[src/include/flow_mon_defs.vh]
// Purpose: constants for the flow confirmation and minimum speed monitor
// Assumes: 40 MHz ref_clk, window settings in tenths of a second
// Notes: register offsets are byte addresses on the APB slave
`ifndef FLOW_MON_DEFS_VH
`define FLOW_MON_DEFS_VH

`define CLK_HZ 40000000
`define TICK_TIME_MS 100
`define TICK_CYCLES ((`CLK_HZ / 1000) * `TICK_TIME_MS)

`define OFS_CTRL 8'h00
`define OFS_VALID_TIME 8'h04
`define OFS_VERIFY_TIME 8'h08
`define OFS_START_DELAY 8'h0C
`define OFS_MAX_START 8'h10
`define OFS_TRIP_SPEED 8'h14
`define OFS_LOW_LIMIT 8'h18
`define OFS_STATUS 8'h1C
`define OFS_IRQ_STAT 8'h20
`define OFS_IRQ_MASK 8'h24

`define CTRL_FC_ASSIGNED 0
`define CTRL_MSM_ENABLE 1
`define CTRL_TRIP_RESET 2

`define ST_VERIFYING 0
`define ST_MOTOR_RUN 1
`define ST_RUNNING 2
`define ST_TRIPPED 3
`define ST_FLOW_ALARM 4
`define ST_SPEED_ALARM 5
`define ST_FLOW_OK 6
`define ST_SPEED_OK 7

`define IRQ_FLOW_TRIP 0
`define IRQ_START_TRIP 1
`define IRQ_LOW_TRIP 2
`define IRQ_FLOW_OK 3
`define IRQ_W 4

`define RST_CTRL 3'h0
`define RST_VALID_TIME 16'h0064
`define RST_VERIFY_TIME 16'h0096
`define RST_START_DELAY 16'h0000
`define RST_MAX_START 16'h0064
`define RST_TRIP_SPEED 16'h0000
`define RST_LOW_LIMIT 16'h0000

`endif

[src/logic/flow_speed_monitor.v]
// Purpose: flow confirmation and start-up minimum speed supervisor
// Assumes: start_req, flow_confirm_in and motor_speed_rpm are synchronous
// Notes: APB slave with zero wait states; window values in 0.1 s units
`timescale 1ns/10ps
`default_nettype none
`include "flow_mon_defs.vh"

module flow_speed_monitor #(
    parameter TICK_CYCLES = `TICK_CYCLES,
    parameter TW = 16
) (
    input wire ref_clk,
    input wire rst_n,
    input wire psel,
    input wire penable,
    input wire pwrite,
    input wire [7:0] paddr,
    input wire [31:0] pwdata,
    output reg [31:0] prdata,
    output wire pready,
    output wire pslverr,
    input wire start_req,
    input wire flow_confirm_in,
    input wire [15:0] motor_speed_rpm,
    output reg motor_run,
    output reg running,
    output reg verifying_flow,
    output reg flow_alarm,
    output reg speed_alarm,
    output wire irq
);

    localparam FL_IDLE = 2'd0;
    localparam FL_VALIDATE = 2'd1;
    localparam FL_VERIFY = 2'd2;
    localparam FL_CONFIRMED = 2'd3;

    // registers
    reg [2:0] ctrl_q;
    reg [TW-1:0] valid_time_q;
    reg [TW-1:0] verify_time_q;
    reg [TW-1:0] start_delay_q;
    reg [TW-1:0] max_start_time_q;
    reg [15:0] trip_speed_threshold_q;
    reg [15:0] low_speed_limit_rpm_q;
    reg [`IRQ_W-1:0] irq_stat_q;
    reg [`IRQ_W-1:0] irq_mask_q;

    // internal state
    reg [31:0] div_q;
    reg tick_q;
    reg start_d1_q;
    reg tripped_q;
    reg [1:0] fl_state_q;
    reg [1:0] fl_state_d;
    reg reached_q;

    wire wr_en;
    wire rd_setup;
    wire mapped;
    wire trip_reset;
    wire fc_assigned;
    wire msm_enable;
    wire start_edge;
    wire clr_timers;
    wire active;
    wire fl_done;
    wire sd_done;
    wire ms_done;
    wire fl_clr;
    wire [TW-1:0] fl_limit;
    wire speed_ok;
    wire flow_trip;
    wire start_trip;
    wire low_trip;
    wire any_trip;
    wire flow_ok_evt;
    wire run_d;
    wire [`IRQ_W-1:0] irq_set;
    wire [`IRQ_W-1:0] irq_clr;
    reg flow_trip_c;

    // apb decode
    assign pready = 1'b1;
    assign wr_en = psel && penable && pwrite;
    assign rd_setup = psel && !penable && !pwrite;
    assign mapped = (paddr == `OFS_CTRL) || (paddr == `OFS_VALID_TIME) ||
                    (paddr == `OFS_VERIFY_TIME) ||
                    (paddr == `OFS_START_DELAY) ||
                    (paddr == `OFS_MAX_START) ||
                    (paddr == `OFS_TRIP_SPEED) ||
                    (paddr == `OFS_LOW_LIMIT) || (paddr == `OFS_STATUS) ||
                    (paddr == `OFS_IRQ_STAT) || (paddr == `OFS_IRQ_MASK);
    assign pslverr = psel && penable && !mapped;

    // trip reset is a write-one pulse, it never stores
    assign trip_reset = wr_en && (paddr == `OFS_CTRL) &&
                        pwdata[`CTRL_TRIP_RESET];
    assign fc_assigned = ctrl_q[`CTRL_FC_ASSIGNED];
    assign msm_enable = ctrl_q[`CTRL_MSM_ENABLE];

    always @(posedge ref_clk or negedge rst_n) begin
        if (!rst_n) begin
            ctrl_q <= `RST_CTRL;
            valid_time_q <= `RST_VALID_TIME;
            verify_time_q <= `RST_VERIFY_TIME;
            start_delay_q <= `RST_START_DELAY;
            max_start_time_q <= `RST_MAX_START;
            trip_speed_threshold_q <= `RST_TRIP_SPEED;
            low_speed_limit_rpm_q <= `RST_LOW_LIMIT;
            irq_mask_q <= {`IRQ_W{1'b0}};
        end else if (wr_en) begin
            case (paddr)
                `OFS_CTRL: begin
                    ctrl_q <= {1'b0, pwdata[1:0]};
                end
                `OFS_VALID_TIME: begin
                    valid_time_q <= pwdata[TW-1:0];
                end
                `OFS_VERIFY_TIME: begin
                    verify_time_q <= pwdata[TW-1:0];
                end
                `OFS_START_DELAY: begin
                    start_delay_q <= pwdata[TW-1:0];
                end
                `OFS_MAX_START: begin
                    max_start_time_q <= pwdata[TW-1:0];
                end
                `OFS_TRIP_SPEED: begin
                    trip_speed_threshold_q <= pwdata[15:0];
                end
                `OFS_LOW_LIMIT: begin
                    low_speed_limit_rpm_q <= pwdata[15:0];
                end
                `OFS_IRQ_MASK: begin
                    irq_mask_q <= pwdata[`IRQ_W-1:0];
                end
                default: begin
                    ctrl_q <= ctrl_q;
                end
            endcase
        end
    end

    // read data is captured in the setup cycle so it is a flop output
    always @(posedge ref_clk or negedge rst_n) begin
        if (!rst_n) begin
            prdata <= 32'h00000000;
        end else if (rd_setup) begin
            case (paddr)
                `OFS_CTRL: prdata <= {29'h0, ctrl_q};
                `OFS_VALID_TIME: prdata <= {16'h0, valid_time_q};
                `OFS_VERIFY_TIME: prdata <= {16'h0, verify_time_q};
                `OFS_START_DELAY: prdata <= {16'h0, start_delay_q};
                `OFS_MAX_START: prdata <= {16'h0, max_start_time_q};
                `OFS_TRIP_SPEED: prdata <= {16'h0, trip_speed_threshold_q};
                `OFS_LOW_LIMIT: prdata <= {16'h0, low_speed_limit_rpm_q};
                `OFS_STATUS: prdata <= {24'h0, reached_q,
                    (fl_state_q == FL_CONFIRMED), speed_alarm, flow_alarm,
                    tripped_q, running, motor_run, verifying_flow};
                `OFS_IRQ_STAT: prdata <= {28'h0, irq_stat_q};
                `OFS_IRQ_MASK: prdata <= {28'h0, irq_mask_q};
                default: prdata <= 32'h00000000;
            endcase
        end
    end

    // timebase tick: long count kept a parameter so benches can shorten it
    always @(posedge ref_clk or negedge rst_n) begin
        if (!rst_n) begin
            div_q <= 32'h00000000;
            tick_q <= 1'b0;
        end else if (div_q >= TICK_CYCLES - 1) begin
            div_q <= 32'h00000000;
            tick_q <= 1'b1;
        end else begin
            div_q <= div_q + 32'h00000001;
            tick_q <= 1'b0;
        end
    end

    always @(posedge ref_clk or negedge rst_n) begin
        if (!rst_n) begin
            start_d1_q <= 1'b0;
        end else begin
            start_d1_q <= start_req;
        end
    end

    assign start_edge = start_req && !start_d1_q;
    assign clr_timers = start_edge || !start_req;
    assign active = start_req && !tripped_q;

    // flow window timer is reused: cleared when validation hands over
    assign fl_clr = clr_timers ||
                    (fl_state_q == FL_VALIDATE && flow_confirm_in);
    assign fl_limit = (fl_state_q == FL_VERIFY) ? verify_time_q :
                      valid_time_q;

    tick_timer #(.W(TW)) u_flow_timer (
        .clk(ref_clk),
        .rst_n(rst_n),
        .tick(tick_q),
        .clr(fl_clr),
        .en(active && (fl_state_q == FL_VALIDATE ||
                       fl_state_q == FL_VERIFY)),
        .limit(fl_limit),
        .done(fl_done)
    );

    // both start timers share one clear and one enable
    tick_timer #(.W(TW)) u_delay_timer (
        .clk(ref_clk),
        .rst_n(rst_n),
        .tick(tick_q),
        .clr(clr_timers),
        .en(active),
        .limit(start_delay_q),
        .done(sd_done)
    );

    tick_timer #(.W(TW)) u_max_start_timer (
        .clk(ref_clk),
        .rst_n(rst_n),
        .tick(tick_q),
        .clr(clr_timers),
        .en(active),
        .limit(max_start_time_q),
        .done(ms_done)
    );

    // flow confirmation sequencer
    always @* begin
        fl_state_d = fl_state_q;
        flow_trip_c = 1'b0;
        case (fl_state_q)
            FL_IDLE: begin
                if (start_edge && !tripped_q) begin
                    // bypassed without an assigned input; active input skips
                    fl_state_d = !fc_assigned ? FL_CONFIRMED :
                                 flow_confirm_in ? FL_VERIFY :
                                 FL_VALIDATE;
                end
            end
            FL_VALIDATE: begin
                if (!start_req) begin
                    fl_state_d = FL_IDLE;
                end else if (flow_confirm_in) begin
                    fl_state_d = FL_VERIFY;
                end else if (fl_done) begin
                    fl_state_d = FL_IDLE;
                    flow_trip_c = 1'b1;
                end
            end
            FL_VERIFY: begin
                if (!start_req) begin
                    fl_state_d = FL_IDLE;
                end else if (!flow_confirm_in) begin
                    fl_state_d = FL_IDLE;
                    flow_trip_c = 1'b1;
                end else if (fl_done) begin
                    fl_state_d = FL_CONFIRMED;
                end
            end
            FL_CONFIRMED: begin
                if (!start_req) begin
                    fl_state_d = FL_IDLE;
                end
            end
            default: begin
                fl_state_d = FL_IDLE;
            end
        endcase
        if (flow_trip_c || start_trip || low_trip || tripped_q) begin
            fl_state_d = FL_IDLE;
        end
    end

    assign flow_trip = flow_trip_c && fc_assigned && !tripped_q;
    assign flow_ok_evt = (fl_state_q == FL_VERIFY) &&
                         (fl_state_d == FL_CONFIRMED);

    // own threshold only; the low speed limit register is never compared
    assign speed_ok = (motor_speed_rpm >=
                       trip_speed_threshold_q);
    // a delay not below the max start time trips before motor_run rises
    assign start_trip = msm_enable && active && ms_done &&
                        !reached_q;
    assign low_trip = msm_enable && active && reached_q &&
                      !speed_ok;
    assign any_trip = flow_trip || start_trip || low_trip;
    assign run_d = active && sd_done && !any_trip;

    always @(posedge ref_clk or negedge rst_n) begin
        if (!rst_n) begin
            fl_state_q <= FL_IDLE;
            reached_q <= 1'b0;
        end else begin
            fl_state_q <= fl_state_d;
            if (clr_timers || tripped_q) begin
                reached_q <= 1'b0;
            end else if (active && sd_done && speed_ok) begin
                reached_q <= 1'b1;
            end
        end
    end

    // latched trip and alarms; a new trip wins over the reset pulse
    always @(posedge ref_clk or negedge rst_n) begin
        if (!rst_n) begin
            tripped_q <= 1'b0;
            flow_alarm <= 1'b0;
            speed_alarm <= 1'b0;
        end else begin
            tripped_q <= any_trip || (tripped_q && !trip_reset);
            flow_alarm <= flow_trip ||
                          (flow_alarm && !trip_reset);
            speed_alarm <= start_trip || low_trip ||
                           (speed_alarm && !trip_reset);
        end
    end

    always @(posedge ref_clk or negedge rst_n) begin
        if (!rst_n) begin
            motor_run <= 1'b0;
            running <= 1'b0;
            verifying_flow <= 1'b0;
        end else begin
            motor_run <= run_d;
            // normal running needs both flow confirmed and speed reached
            running <= run_d && reached_q &&
                       (fl_state_d == FL_CONFIRMED);
            verifying_flow <= (fl_state_d == FL_VALIDATE) ||
                              (fl_state_d == FL_VERIFY);
        end
    end

    // sticky interrupt status, write one to clear, set beats clear
    assign irq_set = {flow_ok_evt, low_trip, start_trip, flow_trip};
    assign irq_clr = (wr_en && paddr == `OFS_IRQ_STAT) ?
                     pwdata[`IRQ_W-1:0] : {`IRQ_W{1'b0}};

    always @(posedge ref_clk or negedge rst_n) begin
        if (!rst_n) begin
            irq_stat_q <= {`IRQ_W{1'b0}};
        end else begin
            irq_stat_q <= (irq_stat_q & ~irq_clr) | irq_set;
        end
    end

    assign irq = |(irq_stat_q & irq_mask_q);

endmodule // flow_speed_monitor

`default_nettype wire

[src/logic/tick_timer.v]
// Purpose: saturating counter of timebase ticks with a compare limit
// Assumes: tick is a one-cycle enable pulse
// Notes: clear has priority over counting
`timescale 1ns/10ps
`default_nettype none

module tick_timer #(
    parameter W = 16
) (
    input wire clk,
    input wire rst_n,
    input wire tick,
    input wire clr,
    input wire en,
    input wire [W-1:0] limit,
    output wire done
);

    reg [W-1:0] count_q;
    wire at_max;

    assign at_max = &count_q;
    assign done = (count_q >= limit);

    always @(posedge clk or negedge rst_n) begin
        if (!rst_n) begin
            count_q <= {W{1'b0}};
        end else if (clr) begin
            count_q <= {W{1'b0}};
        end else if (en && tick && !at_max) begin
            count_q <= count_q + {{(W-1){1'b0}}, 1'b1};
        end
    end

endmodule // tick_timer

`default_nettype wire

[config.mk]
export PLATFORM = sky130hd
export DESIGN_NAME = flow_speed_monitor
export DESIGN_NICKNAME = d
export VERILOG_FILES = /design/src/logic/flow_speed_monitor.v /design/src/logic/tick_timer.v
export VERILOG_INCLUDE_DIRS = /design/src /design/src/include
export SDC_FILE = /design/constraint.sdc
export NUM_CORES = 1
export LEC_CHECK = 0
export ABC_AREA = 1
export BUFFER_PORTS_ARGS = -buffer_cell sky130_fd_sc_hd__buf_4
export CAP_MARGIN = 20
export CORE_ASPECT_RATIO = 1.1
export CORE_UTILIZATION = 25
export CTS_CLUSTER_DIAMETER = 30
export DETAILED_ROUTE_END_ITERATION = 16
export PLACE_DENSITY = 0.48
export SKIP_LAST_GASP = 1
export SLEW_MARGIN = 10
export SYNTH_ARGS = -nofsm -noshare
export SYNTH_HDL_FRONTEND = slang
export SYNTH_SLANG_ARGS = --single-unit
[constraint.sdc]
create_clock -name ref_clk -period 3.5 [get_ports ref_clk]
set_input_delay 0.35 -clock ref_clk [delete_from_list [all_inputs] [get_ports ref_clk]]
set_output_delay 0.35 -clock ref_clk [all_outputs]
set_load 0.005 [all_outputs]
==> results.md <==
- Status: complete, no violations
- # DRC: 0
- GRT Overall Usage: 0.1501
- Arrival @ worst endpoint: 3650 ps
- Largest cells by area after synthesis: dfrtp_1 (43%), nand2_1 (11%), ha_1 (7.8%), o21ai_0 (6.4%), inv_1 (5.5%)
- Cell Area, Placed: 13,160 µm²
- Clock skew: 12.58 ps
- Bufs on Longest Clock Path: 3
- Comb pwr share: 0.033
- Largest Register: div_q
- Synth Area in Compound Gates: 0.1364
- Least-Margin Pin Slew: 962.8 ps
- Post-Syn Area: 11,890 µm²
- Register bit total from synthesis: 213
- Adder-cell share of the synthesized area: 0.07785
- Predominant post-synthesis flop cell: dfrtp_1
- Initial antenna violation count: 0
- Worst-path maximum fanout: 15
- Die width: 210.0 µm
- Mapped Avg Cell Area: 8.119 µm²
- Layout cells sized above 1: 0.1618
- Max reg flops: 32
- # fillers: 4,872
- Vias: 10,270
- Worst Path Required: 4020 ps
- Number of diodes: 0
- Max-Cap Viols: 0
- CTS root buf: clkbuf_16
- Synth area leader: dfrtp_1
- Top sig layer: met4
- Worst-skew pair later-pin latency: 590 ps
- Drt total wl: 35.56 mm
- Largest net degree at the start of global routing: 80
- CTS clock-pin slew for the worst setup and hold paths: 50 ps
- Starting Density: 0.2539
- Sequential Power Share: 0.286
- Overflow after GRT: 0
- Vias in the first global route: 10,000
- Cell variety after synth: 52
- Startpoint types: flop
- Chip height: 230.8 µm
- Sw Share: 0.2218
- Finished Cell Area: 15,410 µm²
- First-pass GRT wire length: 56.25 mm
- DRT antenna net count: 0
- Fin crit share: 0.8944
- Clock share of power: 0.680
- DR WL/cell: 15.67 µm
- Setup bufs post-CTS: 0
- Detailed Place HPWL: 26.17 mm
- Main combinational cell family by area after synthesis: simple AND/OR/NAND/NOR gates
- Mux contribution to synthesized area: 0.007574
- Ports: 103
- Slew Viols, Final: 0
- DR WL met3: 1.895 mm
- Switch Pwr: 1.946 mW
- Wire length on met1: 16.34 mm
- Worst hold path class: in2reg
- RD Place Congestion: 0.8291
- Core area: 46,840 µm²
- Internal power: 6.825 mW
- Fin worst setup slack: 369.5 ps
- Clk sinks: 213
- Headroom to the max-slew limit: 0.3566
- H-tree depth: 2
- YS warnings: 0
- Simple logic cell fraction of the synthesized area: 0.2306
- Layout area overhead: 29.54%
- RSZ-0062 raised after global routing: false
- Metal2 WL: 15.94 mm
- Final hold violation count: 0
- Final Setup Violations: 0
- Vias per cell: 4.527
- CP endpoint kind: flop
- Fin util: 0.3290
- Number of synthesized flops with an enable pin: 0
- CTS tree: built
- IR Drop Worst-Case VDD: 374.0 µV
- Yosys top cell area share: 0.4271
- Synth Area in XOR/XNOR: 0.01473
- Die ar.: 48,450 µm²
- Dpl ws: 275.8 ps
- WS Path Type: reg2reg
- CTS buffer count: 59
- Synth top cells by count: nand2_1 (349), dfrtp_1 (203), inv_1 (173)
- Post-Route Setup TNS: 0 ps
- Sequential area share after synthesis: 0.4492
- Layout net count: 1,719
- FMAX: 319.4 MHz
- Most instantiated library cell after synthesis: nand2_1
- Power Density: 569.3 nW/µm²
- Input/output buffers: 69
- Site Rows: 83
- Fin crit period: 3130 ps
- Post-synth ARST share: 1.000
- Drt pass-1 iters: 5
- Leakage: 6.974 nW
- Initial drt markers: 801
- Gate count of the mapped netlist: 1,465
path summary, 6_finish.rpt:
| kind | end | slack, ps | cells after the start | from |
|---|---|---|---|---|
| worst min-delay path | valid_time_q[11] | 130 | 3 | pwdata[11] |
| worst max register to register | running | 370 | 15 | fl_state_q[0] |
| worst max-delay path | running | 370 | 15 | fl_state_q[0] |
| max in group asynchronous | trip_speed_threshold_q[10] | 2260 | 3 | rst_n |
| min in group asynchronous | start_delay_q[1] | 370 | 2 | rst_n |
| worst min register to register | prdata[7] | 480 | 2 | prdata[7] |
cell families after synthesis:
logic type               count (synthesis)
AND/OR/NAND/NOR                        609
AO/OA/AOI/OAI                          298
buffers and inverters                  240
flip-flops                             213
adder cells (fa/ha/maj)                 74
XOR/XNOR                                20
multiplexers                             9
other                                    2
cells in the final DEF, fill, tap and decap left out, types with 22 or more instances in the layout:
cell       count
buf_4         79
ha_1          73
inv_1        173
conb_1        27
nand4_1       23
nand3_1       59
clkbuf_16     60
o21ai_0      152
a21oi_1       79
nor2_1        88
nand2_1      349
dfrtp_1      203
nor3_1        26
o22ai_1       22
cell type report:
type	count	area, µm²	area share
flip-flops and latches	213	5343	0.3468
clock buffers	72	1617	0.1049
inverters	187	705.7	0.04580
repair buffers	84	668.1	0.04337
well taps	637	797.0	0.05173
multi-input cells	1037	5668	0.3679
clock inverters	39	609.3	0.03955
layer usage:
| metal | vias to the layer above | GRT usage |
|---|---|---|
| met5 | - | 0 |
| met4 | 0 | 0.07048 |
| met3 | 71 | 0.03142 |
| met2 | 256 | 0.2315 |
| met1 | 4882 | 0.2000 |
| li1 | 5063 | - |
power by group through the flow:
stage                     Combinational [mW]  Clock [mW]  Sequential (mW)
final                                  0.290        5.97             2.51
after global routing                   0.333        6.22             2.51
after CTS                              0.299        6.08             2.51
after detailed placement               0.296           0             2.55
after global placement                 0.292           0             2.55
after floorplan                        0.141           0             2.54
stage by stage:
stage | total power [mW] | hold WS, ps | instances
floorplan | 2.685 | 54.41 | 1490
global placement | 2.839 | 416.3 | 2156
detailed placement | 2.844 | 427.0 | 2156
CTS | 8.895 | 104.8 | 2269
global route | 9.064 | 140.3 | 2269
finish | 8.771 | 130.6 | 2269
critical path: stages, from the launching register on:
cell and delay (ps):
dfrtp_1 420, inv_1 190, ha_1 210, buf_4 250, mux2i_1 260, ha_1 280, a21oi_1 140, o21ai_0 120
nor2_2 240, nand4_1 170, a21oi_1 160, nand2_1 80, a21oi_1 180, ha_1 200, nand2_1 60, nor2_1 100
what timing repair did:
action                                 CTS  global route
hold buffers                             2             0
endpoints found under the hold margin   73             0
setup endpoints to repair                0             1
resized for setup                        0             2
Power figures use the tool's default switching activity.
